[src/design/ust_defines.svh]
// Operation
// - Slave transfer clock passes a synchroniser and edge detector, two cycles late.
// - Sync mode makes the clock pin an input as slave, output as master.
// - Input is sampled on the clock edge opposite the output change edge.
// - Polarity clear: change on rising, sample on falling; set: the reverse.
// - All thirty formats of 5-9 bits, parity choice and 1-2 stops work.
// - Frame goes start bit, data LSB first, optional parity, then stop bits.
// - After a frame the next starts at once or the line idles high.
// - Transmitter and receiver share one set of format settings.
// - Receiver checks only the first stop bit; zero there flags frame error.
// - Parity is XOR of data bits, inverted for odd, before the stops.
// - Transmit enable hands the serial output pin to the transmitter.
// - Sync mode with transmitter on clocks bits by the transfer clock.
// - Writing the data location loads the buffer and starts transmission.
// - Buffer moves to shifter when idle or right after the last stop.
// - A loaded shifter sends one frame at baud rate or transfer clock rate.
// - Unused upper bits of short characters are discarded on write.
// - Bit rate is baud tick divided by 16, 8 or 2 by mode.
// - Buffer empty flag stays set with no pending data; data write clears it.
// - Transmit done sets after a frame with buffer empty; writing one clears it.
`ifndef UST_DEFINES_SVH
`define UST_DEFINES_SVH
`define UST_OFS_DATA    8'h00
`define UST_OFS_STATUS  8'h04
`define UST_OFS_CTRL    8'h08
`define UST_OFS_BAUD    8'h0C
`define UST_ST_DRE      0
`define UST_ST_TXC      1
`define UST_ST_RXC      2
`define UST_ST_FE       3
`define UST_ST_PERR     4
`define UST_CT_TXEN     0
`define UST_CT_RXEN     1
`define UST_CT_TX9      2
`define UST_CT_SYNC     3
`define UST_CT_CPOL     4
`define UST_CT_STOP2    5
`define UST_CT_PAR_LO   6
`define UST_CT_PAR_HI   7
`define UST_CT_CS_LO    8
`define UST_CT_CS_HI    10
`define UST_CT_MASTER   11
`define UST_CT_U2X      12
`define UST_CTRL_RST    13'h0000
`define UST_BAUD_RST    12'h000
`define UST_DIV_NORM    4'hF
`define UST_DIV_DBL     4'h7
`define UST_HALF_NORM   4'h7
`define UST_HALF_DBL    4'h3
`endif

[src/design/ust_pkg.sv]
package ust_pkg;
  typedef enum logic [2:0] {TX_IDLE, TX_START, TX_DATA, TX_PAR, TX_STOP1, TX_STOP2} ust_tx_t;
  typedef enum logic [2:0] {RX_IDLE, RX_START, RX_DATA, RX_PAR, RX_STOP} ust_rx_t;
endpackage

[src/design/ust_baud_gen.sv]
`timescale 1ns/1ps
module ust_baud_gen (
  input  wire logic        clk,
  input  wire logic        arst_n,
  input  wire logic [11:0] divisor,
  input  wire logic        reload,
  output logic             tick
);
  logic [11:0] cnt_ff;
  logic [11:0] nxt_cnt;

  // Tick rate is clk / (divisor + 1)
  assign tick    = (cnt_ff == 12'h000);
  assign nxt_cnt = (reload | tick) ? divisor : cnt_ff - 12'h001;

  always_ff @(posedge clk or negedge arst_n)
  begin
    if (!arst_n)
      cnt_ff <= 12'h000;
    else
      cnt_ff <= nxt_cnt;
  end
endmodule

[src/design/ust_pin_sync.sv]
`timescale 1ns/1ps
module ust_pin_sync (
  input  wire logic clk,
  input  wire logic arst_n,
  input  wire logic pin_in,
  output logic      level,
  output logic      rise,
  output logic      fall
);
  logic meta_ff;
  logic sync_ff;
  logic last_ff;

  // Edge seen two clocks after the pin moves
  assign level = sync_ff;
  assign rise  = sync_ff & ~last_ff;
  assign fall  = ~sync_ff & last_ff;

  always_ff @(posedge clk or negedge arst_n)
  begin
    if (!arst_n)
    begin
      meta_ff <= 1'b1;
      sync_ff <= 1'b1;
      last_ff <= 1'b1;
    end
    else
    begin
      meta_ff <= pin_in;
      sync_ff <= meta_ff;
      last_ff <= sync_ff;
    end
  end
endmodule

[src/design/ust_top.sv]
// The AHB-Lite interface to the registers and the placing of the registers were left to the implementer.
`timescale 1ns/1ps
`include "ust_defines.svh"
module ust_top (
  input  wire logic        clk,
  input  wire logic        arst_n,
  input  wire logic        hsel,
  input  wire logic [31:0] haddr,
  input  wire logic [1:0]  htrans,
  input  wire logic        hwrite,
  input  wire logic [2:0]  hsize,
  input  wire logic [31:0] hwdata,
  input  wire logic        hready,
  output logic             hreadyout,
  output logic             hresp,
  output logic [31:0]      hrdata,
  input  wire logic        rxd_in,
  output logic             txd_out,
  output logic             txd_oe_n,
  input  wire logic        xck_in,
  output logic             xck_out,
  output logic             xck_oe_n
);
  function automatic logic [3:0] nbits(input logic [2:0] cs);
    case (cs)
      3'h0: nbits = 4'h5;
      3'h1: nbits = 4'h6;
      3'h2: nbits = 4'h7;
      3'h7: nbits = 4'h9;
      default: nbits = 4'h8;
    endcase
  endfunction
  function automatic logic [8:0] dmask(input logic [2:0] cs);
    dmask = ~(9'h1FF << nbits(cs));
  endfunction
  logic [12:0]     ctrl_ff;
  logic [11:0]     baud_ff;
  logic            wr_ff;
  logic [7:0]      ofs_ff;
  logic [31:0]     hrdata_ff;
  logic [8:0]      buf_ff;
  logic            full_ff, txc_ff, par_ff, phase_ff, xck_ff;
  logic [3:0]      pre_ff;
  ust_pkg::ust_tx_t tst_ff, nxt_tst;
  logic            txd_ff, nxt_txd;
  logic [8:0]      sh_ff, nxt_sh;
  logic [3:0]      tcnt_ff, nxt_tcnt;
  logic            load, fend;
  ust_pkg::ust_rx_t rst_ff, nxt_rst;
  logic [3:0]      ros_ff, rcnt_ff;
  logic [8:0]      rsh_ff, rbuf_ff;
  logic            rpar_ff, rxc_ff, fe_ff, perr_ff;
  logic            baud_tick, s_rise, s_fall, rx_lvl;
  // Bus decode
  wire        acc     = hsel & htrans[1] & hready;
  wire        rd_now  = acc & ~hwrite;
  wire [7:0]  a_ofs   = haddr[7:0];
  wire        wr_data = wr_ff & (ofs_ff == `UST_OFS_DATA);
  wire        wr_stat = wr_ff & (ofs_ff == `UST_OFS_STATUS);
  wire        wr_ctrl = wr_ff & (ofs_ff == `UST_OFS_CTRL);
  wire        wr_baud = wr_ff & (ofs_ff == `UST_OFS_BAUD);
  wire        rd_data = rd_now & (a_ofs == `UST_OFS_DATA);

  // Format fields shared by both directions
  wire        tx_en   = ctrl_ff[`UST_CT_TXEN];
  wire        rx_en   = ctrl_ff[`UST_CT_RXEN];
  wire        sync_m  = ctrl_ff[`UST_CT_SYNC];
  wire        cpol    = ctrl_ff[`UST_CT_CPOL];
  wire        stop2   = ctrl_ff[`UST_CT_STOP2];
  wire [1:0]  pmode   = ctrl_ff[`UST_CT_PAR_HI:`UST_CT_PAR_LO];
  wire [2:0]  csize   = ctrl_ff[`UST_CT_CS_HI:`UST_CT_CS_LO];
  wire        master  = ctrl_ff[`UST_CT_MASTER];
  wire        u2x     = ctrl_ff[`UST_CT_U2X];
  wire        par_en  = pmode[1];
  wire        odd     = pmode[0];
  wire [3:0]  nb      = nbits(csize);
  wire        dre     = ~full_ff;
  wire [31:0] stat_v  = {27'h0, perr_ff, fe_ff, rxc_ff, txc_ff, dre};
  wire [31:0] rd_val  = (a_ofs == `UST_OFS_DATA)   ? {23'h0, rbuf_ff} :
                        (a_ofs == `UST_OFS_STATUS) ? stat_v :
                        (a_ofs == `UST_OFS_CTRL)   ? {19'h0, ctrl_ff} :
                        (a_ofs == `UST_OFS_BAUD)   ? {20'h0, baud_ff} : 32'h0;

  // Ninth bit is taken from control at the moment of the data write
  wire [8:0]  wr_char = {ctrl_ff[`UST_CT_TX9], hwdata[7:0]} & dmask(csize);

  assign hreadyout = 1'b1;
  assign hresp     = 1'b0;
  assign hrdata    = hrdata_ff;

  ust_baud_gen u_baud (
    .clk     (clk),
    .arst_n  (arst_n),
    .divisor (baud_ff),
    .reload  (wr_baud),
    .tick    (baud_tick)
  );

  ust_pin_sync u_xck_sync (
    .clk    (clk),
    .arst_n (arst_n),
    .pin_in (xck_in),
    .level  (),
    .rise   (s_rise),
    .fall   (s_fall)
  );

  ust_pin_sync u_rxd_sync (
    .clk    (clk),
    .arst_n (arst_n),
    .pin_in (rxd_in),
    .level  (rx_lvl),
    .rise   (),
    .fall   ()
  );

  // Clock edges; master output is phase xor polarity, so change is phase rising
  wire is_master  = sync_m & master;
  wire m_rise     = baud_tick & ~phase_ff;
  wire m_fall     = baud_tick & phase_ff;
  wire change_evt = is_master ? m_rise : (cpol ? s_fall : s_rise);
  wire sample_evt = is_master ? m_fall : (cpol ? s_rise : s_fall);
  wire [3:0] div  = u2x ? `UST_DIV_DBL : `UST_DIV_NORM;
  wire [3:0] half = u2x ? `UST_HALF_DBL : `UST_HALF_NORM;
  wire async_tick = baud_tick & (pre_ff == div);
  wire tx_tick    = sync_m ? change_evt : async_tick;
  // Disable waits for shifter and buffer to drain
  wire tx_run     = tx_en | (tst_ff != ust_pkg::TX_IDLE) | full_ff;

  assign txd_out  = txd_ff;
  assign txd_oe_n = ~tx_run;
  assign xck_out  = xck_ff;
  assign xck_oe_n = ~is_master;

  always_comb
  begin
    nxt_tst  = tst_ff;
    nxt_txd  = txd_ff;
    nxt_sh   = sh_ff;
    nxt_tcnt = tcnt_ff;
    load     = 1'b0;
    fend     = 1'b0;
    if (tx_tick)
    begin
      case (tst_ff)
        ust_pkg::TX_IDLE:  load = full_ff & tx_run;
        ust_pkg::TX_START:
        begin
          nxt_txd  = sh_ff[0];
          nxt_sh   = {1'b0, sh_ff[8:1]};
          nxt_tcnt = 4'h1;
          nxt_tst  = ust_pkg::TX_DATA;
        end
        ust_pkg::TX_DATA:
        begin
          if (tcnt_ff == nb)
          begin
            nxt_txd = par_en ? par_ff : 1'b1;
            nxt_tst = par_en ? ust_pkg::TX_PAR : ust_pkg::TX_STOP1;
          end
          else
          begin
            nxt_txd  = sh_ff[0];
            nxt_sh   = {1'b0, sh_ff[8:1]};
            nxt_tcnt = tcnt_ff + 4'h1;
          end
        end
        ust_pkg::TX_PAR:
        begin
          nxt_txd = 1'b1;
          nxt_tst = ust_pkg::TX_STOP1;
        end
        ust_pkg::TX_STOP1:
        begin
          fend    = ~stop2;
          nxt_tst = stop2 ? ust_pkg::TX_STOP2 : tst_ff;
        end
        ust_pkg::TX_STOP2: fend = 1'b1;
        default:           nxt_tst = ust_pkg::TX_IDLE;
      endcase
      if (fend)
      begin
        load    = full_ff;
        nxt_tst = ust_pkg::TX_IDLE;
        nxt_txd = 1'b1;
      end
      if (load)
      begin
        nxt_sh  = buf_ff;
        nxt_txd = 1'b0;
        nxt_tst = ust_pkg::TX_START;
      end
    end
  end

  // Receiver: async uses baud ticks as oversampling, sync uses the sample edge
  wire rx_smp_a = baud_tick & (ros_ff == ((rst_ff == ust_pkg::RX_START) ? half : div));
  wire rx_smp   = sync_m ? sample_evt : rx_smp_a;
  wire rx_start = rx_en & ~rx_lvl & (sync_m ? sample_evt : baud_tick);
  wire rx_fin   = (rst_ff == ust_pkg::RX_STOP) & rx_smp;
  wire [3:0] nxt_ros = ~baud_tick ? ros_ff :
                       (rx_smp_a | (rst_ff == ust_pkg::RX_IDLE)) ? 4'h0 : ros_ff + 4'h1;

  always_comb
  begin
    nxt_rst = rst_ff;
    case (rst_ff)
      ust_pkg::RX_IDLE:
        if (rx_start)
          nxt_rst = sync_m ? ust_pkg::RX_DATA : ust_pkg::RX_START;
      ust_pkg::RX_START:
        if (rx_smp)
          nxt_rst = rx_lvl ? ust_pkg::RX_IDLE : ust_pkg::RX_DATA;
      ust_pkg::RX_DATA:
        if (rx_smp & (rcnt_ff == nb - 4'h1))
          nxt_rst = par_en ? ust_pkg::RX_PAR : ust_pkg::RX_STOP;
      ust_pkg::RX_PAR:
        if (rx_smp)
          nxt_rst = ust_pkg::RX_STOP;
      // Second stop bit is never looked at
      ust_pkg::RX_STOP:
        if (rx_smp)
          nxt_rst = ust_pkg::RX_IDLE;
      default: nxt_rst = ust_pkg::RX_IDLE;
    endcase
  end

  wire [8:0] rx_shin = rsh_ff | ({8'h0, rx_lvl} << rcnt_ff);
  wire       rx_data = (rst_ff == ust_pkg::RX_DATA) & rx_smp;

  always_ff @(posedge clk or negedge arst_n)
  begin
    if (!arst_n)
    begin
      wr_ff     <= 1'b0;
      ofs_ff    <= 8'h00;
      hrdata_ff <= 32'h0;
      ctrl_ff   <= `UST_CTRL_RST;
      baud_ff   <= `UST_BAUD_RST;
    end
    else
    begin
      wr_ff     <= acc & hwrite;
      ofs_ff    <= acc ? a_ofs : ofs_ff;
      hrdata_ff <= rd_now ? rd_val : 32'h0;
      ctrl_ff   <= wr_ctrl ? hwdata[12:0] : ctrl_ff;
      baud_ff   <= wr_baud ? hwdata[11:0] : baud_ff;
    end
  end

  always_ff @(posedge clk or negedge arst_n)
  begin
    if (!arst_n)
    begin
      buf_ff   <= 9'h000;
      full_ff  <= 1'b0;
      txc_ff   <= 1'b0;
      par_ff   <= 1'b0;
      tst_ff   <= ust_pkg::TX_IDLE;
      txd_ff   <= 1'b1;
      sh_ff    <= 9'h000;
      tcnt_ff  <= 4'h0;
      pre_ff   <= 4'h0;
      phase_ff <= 1'b0;
      xck_ff   <= 1'b0;
    end
    else
    begin
      buf_ff   <= wr_data ? wr_char : buf_ff;
      full_ff  <= wr_data | (full_ff & ~load);
      txc_ff   <= (fend & ~full_ff) | (txc_ff & ~(wr_stat & hwdata[`UST_ST_TXC]));
      par_ff   <= load ? (^buf_ff) ^ odd : par_ff;
      tst_ff   <= nxt_tst;
      txd_ff   <= nxt_txd;
      sh_ff    <= nxt_sh;
      tcnt_ff  <= nxt_tcnt;
      pre_ff   <= baud_tick ? ((pre_ff == div) ? 4'h0 : pre_ff + 4'h1) : pre_ff;
      phase_ff <= is_master & (phase_ff ^ baud_tick);
      xck_ff   <= (is_master & (phase_ff ^ baud_tick)) ^ cpol;
    end
  end

  always_ff @(posedge clk or negedge arst_n)
  begin
    if (!arst_n)
    begin
      rst_ff  <= ust_pkg::RX_IDLE;
      ros_ff  <= 4'h0;
      rcnt_ff <= 4'h0;
      rsh_ff  <= 9'h000;
      rpar_ff <= 1'b0;
      rbuf_ff <= 9'h000;
      rxc_ff  <= 1'b0;
      fe_ff   <= 1'b0;
      perr_ff <= 1'b0;
    end
    else
    begin
      rst_ff  <= nxt_rst;
      ros_ff  <= nxt_ros;
      rcnt_ff <= (rst_ff == ust_pkg::RX_DATA) ? rcnt_ff + {3'h0, rx_data} : 4'h0;
      // Shifted data must survive parity and stop so the buffer can take it
      rsh_ff  <= (rst_ff == ust_pkg::RX_IDLE) ? 9'h000 : (rx_data ? rx_shin : rsh_ff);
      rpar_ff <= ((rst_ff == ust_pkg::RX_PAR) & rx_smp) ? rx_lvl : rpar_ff;
      rbuf_ff <= rx_fin ? rsh_ff : rbuf_ff;
      rxc_ff  <= rx_fin | (rxc_ff & ~rd_data);
      fe_ff   <= rx_fin ? ~rx_lvl : fe_ff;
      perr_ff <= rx_fin ? par_en & (rpar_ff ^ (^rsh_ff) ^ odd) : perr_ff;
    end
  end
endmodule

[config.mk]
export PLATFORM = sky130hd
export DESIGN_NAME = ust_top
export DESIGN_NICKNAME = d
export VERILOG_FILES = /design/src/design/ust_pkg.sv /design/src/design/ust_baud_gen.sv /design/src/design/ust_pin_sync.sv /design/src/design/ust_top.sv
export VERILOG_INCLUDE_DIRS = /design/src /design/src/design
export SDC_FILE = /design/constraint.sdc
export NUM_CORES = 1
export LEC_CHECK = 0
export BUFFER_PORTS_ARGS = -buffer_cell sky130_fd_sc_hd__buf_2
export CAP_MARGIN = 20
export CORE_ASPECT_RATIO = 0.6
export CORE_MARGIN = 2
export CORE_UTILIZATION = 53
export DETAILED_ROUTE_END_ITERATION = 8
export GPL_ROUTABILITY_DRIVEN = 0
export GPL_TIMING_DRIVEN = 0
export PLACE_DENSITY = 0.85
export SETUP_SLACK_MARGIN = 0.2
export SLEW_MARGIN = 20
export SYNTH_ARGS = -nofsm -noshare
export SYNTH_HDL_FRONTEND = slang
export SYNTH_SLANG_ARGS = --single-unit
[constraint.sdc]
create_clock -name clk -period 4.25 [get_ports clk]
set_clock_uncertainty 0.2 [all_clocks]
set_input_delay 0.425 -clock clk [delete_from_list [all_inputs] [get_ports clk]]
set_output_delay 0.425 -clock clk [all_outputs]
set_load 0.01 [all_outputs]
Word-level counts from Yosys, hierarchy flattened
Cells that the tools add are included.
- register bits after elaboration: 132
- input bits: 76
- output and inout port bits: 38
- add/subtract/negate cells: 6
- eq/ne operators: 32
- shift operators: 2
- muxes and demuxes: 53
- bitwise gates (word level): 57
- reductions and logical operators: 19
- operator list (cell ; count):
    two-way mux 13 bit ; 4
    two-way mux 9 bit ; 4
    two-way mux 3 bit ; 11
    equality test 8 x 4 -> 1 bit (second input constant) ; 4
    AND 1 bit ; 30
    one-hot mux 3 bit (5 select lines) ; 2
    two-way mux 12 bit ; 2
    two-way mux 4 bit ; 6
    one-hot mux 9 bit (2 select lines) ; 1
    parity 9 bit ; 2
    two-way mux 1 bit ; 17
    equality test 4 bit ; 4
    equality test 8 x 3 -> 1 bit (second input constant) ; 2
    logical NOT 8 bit ; 2
    one-hot mux 4 bit (4 select lines) ; 1
    equality test 3 x 2 -> 1 bit (second input constant) ; 5
    adder 4 x 1 -> 4 bit (second input constant) ; 3
    equality test 3 bit (second input constant) ; 4
    logical NOT 12 bit ; 1
    inequality test 2 bit (second input constant) ; 6
    NOT 1 bit ; 12
    subtractor 12 x 1 -> 12 bit (second input constant) ; 1
    AND 9 bit ; 1
    equality test 3 x 1 -> 1 bit (second input constant) ; 3
    24 further kinds ; 41

Depth between registers and ports, before layout
Gate-level depths: netlist of run 1.
- depth after elaboration: 12
- gate-level depth with buffers: 17

By module
A second synthesis of run 1 with hierarchy kept.
- cells, all modules: 661
- area total of the unflattened synthesis: 6961.7 µm²
- modules (own cells, without submodules) (module ; times used ; cells each ; area an instance (µm²) ; sequential area each (µm²)):
    ust_top ; 1 ; 581 ; 6100.9 ; 2879.0
    ust_baud_gen ; 1 ; 70 ; 673.1 ; 300.3
    ust_pin_sync ; 2 ; 5 ; 93.8 ; 78.8

Least setup slack after synthesis of run 1
No wires, ideal clock.
- path type: register -> register
- start: reg u_baud.cnt_ff[0]
- end: reg rcnt_ff[1]
- arrival time: 3212 ps
- required time: 3931 ps
- slack: 719 ps
- stages on the path, launching flop included: 17
- period minus slack after synthesis: 3531 ps
- cells stage by stage: dfrtp_1 inv_1 ha_1 or4b_2 or3_4 buf_2 clkinv_1 ha_1 nand2b_1 o311a_1 inv_1 a21o_1 clkbuf_1 inv_1 ha_1 ha_1 and2_1
- cells in the longest elaborated chain, start to end: 7
- elaborated cells on any way between the ends: 8
- classes of those cells: add/sub (1); mux (3); bitwise (3); reduce/logical (1)
- RTL lines (element ; line ; source):
    start: declaration ; ust_baud_gen.sv:9 ; logic [11:0] cnt_ff;
    start signal: assignment ; ust_baud_gen.sv:21 ; cnt_ff <= nxt_cnt;
    logical NOT 12 bit (*) ; ust_baud_gen.sv:13 ; assign tick = (cnt_ff == 12'h000);
    AND 1 bit ; ust_top.sv:120 ; wire m_fall = baud_tick & phase_ff;
    two-way mux 1 bit ; ust_top.sv:122 ; wire sample_evt = is_master ? m_fall : (cpol ? s_rise : s_fall);
    two-way mux 1 bit (*) ; ust_top.sv:198 ; wire rx_smp = sync_m ? sample_evt : rx_smp_a;
    AND 1 bit (*) ; ust_top.sv:229 ; wire rx_data = (rst_ff == ust_pkg::RX_DATA) & rx_smp;
    adder 4 x 1 -> 4 bit (*) ; ust_top.sv:301 ; rcnt_ff <= (rst_ff == ust_pkg::RX_DATA) ? rcnt_ff + {3'h0, rx_data} : 4'h0;
    two-way mux 4 bit (*) ; ust_top.sv:301 ;
    end signal: assignment ; ust_top.sv:301 ;
    end: declaration ; ust_top.sv:50 ; logic [3:0] ros_ff, rcnt_ff;
Every way passes the cells marked *; elsewhere a longest branch is shown, timed or not.
A chain may end at the register's enable or synchronous reset.

Worst setup path in the final report of run 1
- start: reg u_baud.cnt_ff[0]
- end: reg rbuf_ff[5]
- cells in the longest elaborated chain, start to end: 5
- elaborated cells on any way between the ends: 6
- classes of those cells: mux (2); bitwise (3); reduce/logical (1)
- RTL lines (element ; line ; source):
    logical NOT 12 bit (*) ; ust_baud_gen.sv:13 ;
    AND 1 bit ; ust_top.sv:120 ;
    two-way mux 1 bit ; ust_top.sv:122 ;
    two-way mux 1 bit (*) ; ust_top.sv:198 ;
    AND 1 bit (*) ; ust_top.sv:200 ; wire rx_fin = (rst_ff == ust_pkg::RX_STOP) & rx_smp;
    end signal: assignment ; ust_top.sv:305 ; rbuf_ff <= rx_fin ? rsh_ff : rbuf_ff;
    end: declaration ; ust_top.sv:51 ; logic [8:0] rsh_ff, rbuf_ff;
Marks and branches as above.

==> run_results.csv, run 1 <==
group,metric,value,unit
floorplanning,design.die.area,13700,um^2
setup_path,crit_path_cell_trace,"inv_1 > ha_1 > or4b_2 > or3_4 > buf_2 > clkinvlp_4 > ha_1 > nand2b_1 > o311a_1 > inv_1 > a21oi_1 > clkbuf_4 > mux2_2",
timing,timing.max_slew.rel_slack,37.2,%
min_path,hold_path_class,"primary input to register",
finish,drive_above_1_share,25.6,%
global_route,global_route.usage.total,25.5,%
clock_tree,clk_pin_slew,0.06,ns
timing,final-hold-violation-count,0,
floorplanning,core.rowCount,31,
synth,yosys.cell_count.top_type,"sky130_fd_sc_hd__dfrtp_1",
drt,post_drt_wl_per_cell,18.4,um
setup_path,required_worst_endpoint,4.35,ns
clock_tree,worst_skew_pair.late_latency,0.42,ns
synth,netlist_top_cells_count,"sky130_fd_sc_hd__dfrtp_1, sky130_fd_sc_hd__mux2_2, sky130_fd_sc_hd__nor2_1",
global_route,grt_antenna_before_repair,0,
synth,post_synth_arst_share,100,%
drt,dr.pass1.iters,6,
synth,postSynthCellCount,636,
timing,max_freq,260,MHz
drt,remaining_drc_errors,0,
drt,dr_total_vias,5302,
synth,netlist_top_cells_area,"sky130_fd_sc_hd__dfrtp_1, sky130_fd_sc_hd__mux2_2, sky130_fd_sc_hd__xnor2_1",
global_route,grt_pass1_vias,5132,
pwr,cellPowerDensity,489,nW/um^2
place,pre_cts_ws,0.322,ns
setup_path,crit_path_max_fanout,10,
drt,detail_route.iter0.violations,554,
drt,post_route_antenna_net_violation_count,0,
timing,report.final.setup_viol,0,
clock_tree,tritoncts.num_buffers,17,
synth,yosys.area.top_type_share,46.5,%
synth,synth_edf_count,0,
floorplanning,initial_utilization,55.3,%
global_route,grt_first_pass_wirelength,27.0,mm
setup_path,worst_path_largest_cell_delay,0.61,ns
setup_path,critPathCaptureType,"register",
finish,post_layout_nets,812,
synth,seq_area_frac_synth,48.8,%
job,cap_viol_max_count,0,
timing,final_critical_path_time_including_i_o_delays_and_setup,3.84,ns
timing,final.setup.worst_slack,0.409,ns
finish,areaGrowthSynthToFinish,17.7,%
run_status,result_of_the_run,"finished, final reports clean",
floorplanning,die_h,91.6,um
global_route,grt_start_max_net_pins,83,
synth,flip_flop_cell_with_the_highest_count_after_synthesis,"sky130_fd_sc_hd__dfrtp_1",
place,placement.io_buffers,43,
synth,avgSynthCellArea,10.7,um^2
timing,grt_setup_unrepaired,"no",
drt,wirelength,16.7,mm
setup_path,critical_path.startpoint_type,"register",
setup_path,critical_path.top_delay_family,"simple AND/OR/NAND/NOR gates",
synth,synth.lib_cells_used.distinct,64,
setup_path,critical_path.n_buffers_inverters,5,
setup_path,crit_arrival,3.94,ns
clock_tree,ctsRootBufferMaster,"sky130_fd_sc_hd__clkbuf_16",
floorplanning,ios,114,
clock_tree,clock_tree.htree_level_count,4,
pwr,power.leakage,0.00365,uW
synth,seq_cells_post_synth,132,
synth,yosys_warnings,0,
finish,num_antenna_cells,0,
timing,worst_slew_pin_slew,0.936,ns
synth,syn-cell-area,6780,um^2
setup_path,critical_path_class,"register to register",
place,dp_hpwl,12.1,mm
timing,final_total_negative_setup_slack,0,ns
pwr,ir_drop_worst_vdd,0.318,mV
timing,report.final.slew_viol_count,0,
setup_path,timing.reg2reg.setup_slack,0.41,ns
synth,yosys.area.top_type,"sky130_fd_sc_hd__dfrtp_1",
drt,viasPerCell,5.87,
clock_tree,clock_sinks,132,
floorplanning,core,12300,um^2
setup_path,crit_path_top_delay_cell,"sky130_fd_sc_hd__or4b_2",
pwr,report.power.total,3900,uW
floorplanning,die_width,150,um
global_route,overflow,0,
clock_tree,max-clock-path-buffers,2,
timing,final.period_utilization,90.4,%
clock_tree,tritoncts,"done",
per-stage QoR:
step,hold slack [ns],instance area [um^2],instances,utilization [%]
floorplan,-0.0706,6850,655,-
global placement,0.147,7270,863,59.4
detailed placement,0.149,7310,864,59.6
CTS,0.0174,7930,899,64.7
global route,0.0276,7980,904,65.1
finish,0.0274,7980,904,65.1
cell type report:
cell class / count / area, um^2
multi-input combinational: 445 / 3170
fill: 959 / 4280
clock inverter: 14 / 155
tap: 165 / 206
clock buffer: 18 / 439
sequential: 132 / 3310
inverter: 25 / 97.6
buffer: 53 / 285
timing repair buffer: 52 / 317
cells in the final DEF, fill, tap and decap left out, types with 5 or more instances in the layout:
master / synthesis / final
sky130_fd_sc_hd__dfstp_2: 6 / 6
sky130_fd_sc_hd__a221oi_1: 5 / 5
sky130_fd_sc_hd__clkinvlp_4: 0 / 8
sky130_fd_sc_hd__buf_4: 21 / 26
sky130_fd_sc_hd__mux2_2: 63 / 63
sky130_fd_sc_hd__o21ai_0: 30 / 30
sky130_fd_sc_hd__nor3_1: 12 / 12
sky130_fd_sc_hd__nor4_1: 7 / 7
sky130_fd_sc_hd__buf_1: 7 / 7
sky130_fd_sc_hd__nand3_1: 11 / 11
sky130_fd_sc_hd__a21oi_1: 19 / 19
sky130_fd_sc_hd__clkbuf_1: 22 / 21
sky130_fd_sc_hd__mux2i_1: 19 / 19
sky130_fd_sc_hd__a31oi_1: 10 / 10
sky130_fd_sc_hd__nand2_1: 38 / 38
sky130_fd_sc_hd__nor2_1: 50 / 50
sky130_fd_sc_hd__clkbuf_16: 0 / 17
sky130_fd_sc_hd__nand2b_1: 14 / 14
sky130_fd_sc_hd__buf_2: 3 / 44
sky130_fd_sc_hd__conb_1: 2 / 21
sky130_fd_sc_hd__xnor2_1: 27 / 27
sky130_fd_sc_hd__ha_1: 10 / 10
sky130_fd_sc_hd__dfrtp_1: 126 / 126
sky130_fd_sc_hd__or3_1: 8 / 8
sky130_fd_sc_hd__o41ai_1: 9 / 9
sky130_fd_sc_hd__a211oi_1: 6 / 6
sky130_fd_sc_hd__xor2_1: 7 / 7
sky130_fd_sc_hd__o211ai_1: 6 / 6
sky130_fd_sc_hd__inv_1: 24 / 24
kinds of logic after synthesis:
logic type	count (synthesis)	share of synthesized area, %
other	2	0.111
muxes	82	13.3
xor gates and xnor gates	35	4.72
and+or+nand+nor	178	13.4
AOI/OAI and AO/OA	119	12.3
DFF	132	48.8
adders and majority gates	10	1.85
buffers and inverters	78	5.54
registers in the layout, indices dropped and copies added, names as in the netlist, 4 cells and up:
register and flops:
baud_ff 12, buf_ff 9, ctrl_ff 13, hrdata 13, ofs_ff 8, pre_ff 4, rbuf_ff 9, rcnt_ff 4
ros_ff 4, rsh_ff 9, sh_ff 9, tcnt_ff 4, u_baud.cnt_ff 12
final timing paths:
| path | start | end | cells after the start |
|---|---|---|---|
| worst max-delay path | u_baud.cnt_ff[0]$_DFF_PN0_ | rbuf_ff[5]$_DFFE_PN0P_ | 13 |
| worst min-delay path | hwrite | wr_ff$_DFF_PN0_ | 3 |
| worst max register to register | u_baud.cnt_ff[0]$_DFF_PN0_ | rbuf_ff[5]$_DFFE_PN0P_ | 13 |
| worst min register to register | u_xck_sync.meta_ff$_DFF_PN1_ | u_xck_sync.level$_DFF_PN1_ | 0 |
| max in group asynchronous | arst_n | rsh_ff[1]$_DFFE_PN0P_ | 3 |
| min in group asynchronous | arst_n | pre_ff[3]$_DFFE_PN0N_ | 2 |
where the power goes:
part | total, uW | switching [uW] | internal [uW]
logic | 873 | 519 | 354
registers | 1570 | 149 | 1420
clock network | 1460 | 579 | 883
worst register-to-register path, stage by stage, from the launching register on:
cell	delay [ns]
sky130_fd_sc_hd__dfrtp_1	0.41
sky130_fd_sc_hd__inv_1	0.12
sky130_fd_sc_hd__ha_1	0.14
sky130_fd_sc_hd__or4b_2	0.61
sky130_fd_sc_hd__or3_4	0.37
sky130_fd_sc_hd__buf_2	0.21
sky130_fd_sc_hd__clkinvlp_4	0.13
sky130_fd_sc_hd__ha_1	0.14
sky130_fd_sc_hd__nand2b_1	0.10
sky130_fd_sc_hd__o311a_1	0.23
sky130_fd_sc_hd__inv_1	0.10
sky130_fd_sc_hd__a21oi_1	0.29
sky130_fd_sc_hd__clkbuf_4	0.32
sky130_fd_sc_hd__mux2_2	0.36
repair_timing:
item,in CTS,in global routing
hold endpoints to repair,47,0
endpoints found under the setup margin,0,13
setup buffers,0,5
hold buffers,3,0
resized for setup,0,4
metal layers:
layer	up-vias	part of all wire (%)	track usage, %	wire length (um)
met1	2595	46	39.0	7610
met4	0	1.6	8.02	263
met5	-	0	0	0
li1	2407	-	-	-
met2	272	43	35.8	7130
met3	28	9.9	5.92	1650
No activity file was read; power rests on OpenSTA's default activity.
==> inputs of run 2 (changes only) <==
Settings changed: HOLD_SLACK_MARGIN set to 0.06.
Clock period 4.25 ns to 4.6 ns, I/O delays scaled along.
==> run_results.csv, run 2 (synthesis results as in run 1) <==
group,metric,value,unit
run_status,result_of_the_run,"finished, final reports clean",
finish,num-fill-cells,966,
floorplanning,die_width,150,um
pwr,ir_drop_worst_vdd,0.293,mV
timing,timing.max_slew.rel_slack,37.6,%
finish,area_of_the_multi_input_gates,3170,um^2
clock_tree,postCtsHoldBufs,4,
place,placedCellCount,864,
finish,post_layout_nets,808,
clock_tree,clock_tree.htree_level_count,4,
clock_tree,cts.repair.resized,0,
clock_tree,worst_skew_pair.late_latency,0.42,ns
finish,areaGrowthSynthToFinish,17.1,%
clock_tree,max-clock-path-buffers,2,
place,placement.io_buffers,43,
floorplanning,ios,114,
min_path,hold_path_class,"primary input to register",
global_route,overflow,0,
timing,report.final.setup_viol,0,
drt,dr.pass1.iters,5,
pwr,power.leakage,0.00363,uW
setup_path,crit_path_max_fanout,10,
timing,final.period_utilization,87.5,%
drt,detail_route.iter0.violations,639,
drt,dr_total_vias,5265,
clock_tree,tritoncts,"done",
drt,remaining_drc_errors,0,
setup_path,critical_path_class,"register to register",
clock_tree,clock_sinks,132,
finish,layout_commonest_cell,"sky130_fd_sc_hd__dfrtp_1",
finish,final_util,64.8,%
finish,layoutNonFillerInstCount,900,
timing,report.final.slew_viol_count,0,
global_route,grt_first_pass_wirelength,27.0,mm
floorplanning,core,12300,um^2
floorplanning,initial_utilization,55.3,%
place,dp_hpwl,12.1,mm
pwr,report.power.total,3610,uW
drt,viasPerCell,5.85,
timing,worst_slew_pin_slew,0.929,ns
setup_path,required_worst_endpoint,4.74,ns
clock_tree,total_setup_buffers_inserted_after_cts,0,
timing,final_critical_path_time_including_i_o_delays_and_setup,4.02,ns
floorplanning,design.die.area,13700,um^2
finish,num_antenna_cells,0,
clock_tree,clk_pin_slew,0.06,ns
finish,drive_above_1_share,24.8,%
timing,max_freq,248,MHz
finish,register_area,3310,um^2
clock_tree,ctsRootBufferMaster,"sky130_fd_sc_hd__clkbuf_16",
timing,final-hold-violation-count,0,
setup_path,critPathCaptureType,"register",
global_route,grt_start_max_net_pins,83,
drt,wirelength,16.6,mm
floorplanning,die_h,91.6,um
global_route,grt_pass1_vias,5126,
pwr,cellPowerDensity,454,nW/um^2
job,cap_viol_max_count,0,
drt,post_drt_wl_per_cell,18.4,um
timing,final_total_negative_setup_slack,0,ns
finish,layout_common_cells,"sky130_fd_sc_hd__dfrtp_1, sky130_fd_sc_hd__mux2_2, sky130_fd_sc_hd__nor2_1",
global_route,grt_antenna_before_repair,0,
timing,grt_setup_unrepaired,"no",
clock_tree,tritoncts.num_buffers,17,
setup_path,critical_path.startpoint_type,"register",
drt,post_route_antenna_net_violation_count,0,
global_route,global_route.usage.total,25.5,%
setup_path,crit_arrival,4.17,ns
floorplanning,core.rowCount,31,
==> run 2: routing by layer <==
layer | GRT usage (%) | vias up | routed length (um)
met2 | 35.8 | 265 | 7100
met1 | 39.0 | 2568 | 7610
li1 | - | 2406 | -
met5 | 0 | - | 0
met4 | 8.02 | 0 | 257
met3 | 5.92 | 26 | 1630
==> run 2: critical path, stage by stage, from the launching register on <==
cell and delay (ns):
sky130_fd_sc_hd__dfrtp_1 0.41, sky130_fd_sc_hd__inv_1 0.12, sky130_fd_sc_hd__ha_1 0.14, sky130_fd_sc_hd__or4b_2 0.61, sky130_fd_sc_hd__or3_4 0.37, sky130_fd_sc_hd__buf_2 0.20, sky130_fd_sc_hd__clkinv_1 0.20, sky130_fd_sc_hd__ha_1 0.18
sky130_fd_sc_hd__nand2b_1 0.10, sky130_fd_sc_hd__o311a_1 0.23, sky130_fd_sc_hd__inv_1 0.10, sky130_fd_sc_hd__a21o_1 0.16, sky130_fd_sc_hd__clkbuf_1 0.23, sky130_fd_sc_hd__inv_1 0.11, sky130_fd_sc_hd__ha_1 0.17, sky130_fd_sc_hd__nand3_1 0.12
sky130_fd_sc_hd__xor2_1 0.17, sky130_fd_sc_hd__nor2_1 0.11
==> run 2: report_power, final <==
part | internal (uW) | leakage [uW] | switching (uW) | total, uW
Combinational | 327 | 0.00169 | 477 | 805
Sequential | 1310 | 0.00166 | 137 | 1450
Clock | 816 | 0.000269 | 536 | 1350
==> run 2: layout make-up <==
| cell class | instances | share of cell area [%] |
|---|---|---|
| plain buffers | 53 | 3.54 |
| clock inverters | 14 | 1.95 |
| clock buffers | 18 | 5.53 |
| repair buffers | 48 | 3.64 |
| inverters | 25 | 1.18 |
| multi-input cells | 445 | 39.9 |
| flip-flops and latches | 132 | 41.7 |
| well taps | 165 | 2.60 |
==> run 2: per-stage QoR <==
| stage | hold slack (ns) | area, um^2 | setup slack, ns |
|---|---|---|---|
| 6_report | 0.0767 | 7940 | 0.575 |
| 3_5_place_dp | 0.149 | 7310 | 0.672 |
| 3_3_place_gp | 0.147 | 7270 | 0.747 |
| 5_1_grt | 0.0722 | 7940 | 0.393 |
| 4_1_cts | 0.0658 | 7940 | 0.637 |
| 2_1_floorplan | -0.0356 | 6850 | 1.07 |
==> run 2: final timing paths <==
check	from	to	slack, ns	depth (start not counted)
max	u_baud.cnt_ff[0]$_DFF_PN0_	rcnt_ff[3]$_DFF_PN0_	0.58	17
max reg2reg	u_baud.cnt_ff[0]$_DFF_PN0_	rcnt_ff[3]$_DFF_PN0_	0.58	17
min	hwdata[12]	ctrl_ff[12]$_DFFE_PN0P_	0.08	2
max in group asynchronous	arst_n	ofs_ff[5]$_DFFE_PN0P_	3.07	3
min reg2reg	u_rxd_sync.meta_ff$_DFF_PN1_	u_rxd_sync.level$_DFF_PN1_	0.16	0
min in group asynchronous	arst_n	pre_ff[3]$_DFFE_PN0N_	0.36	2
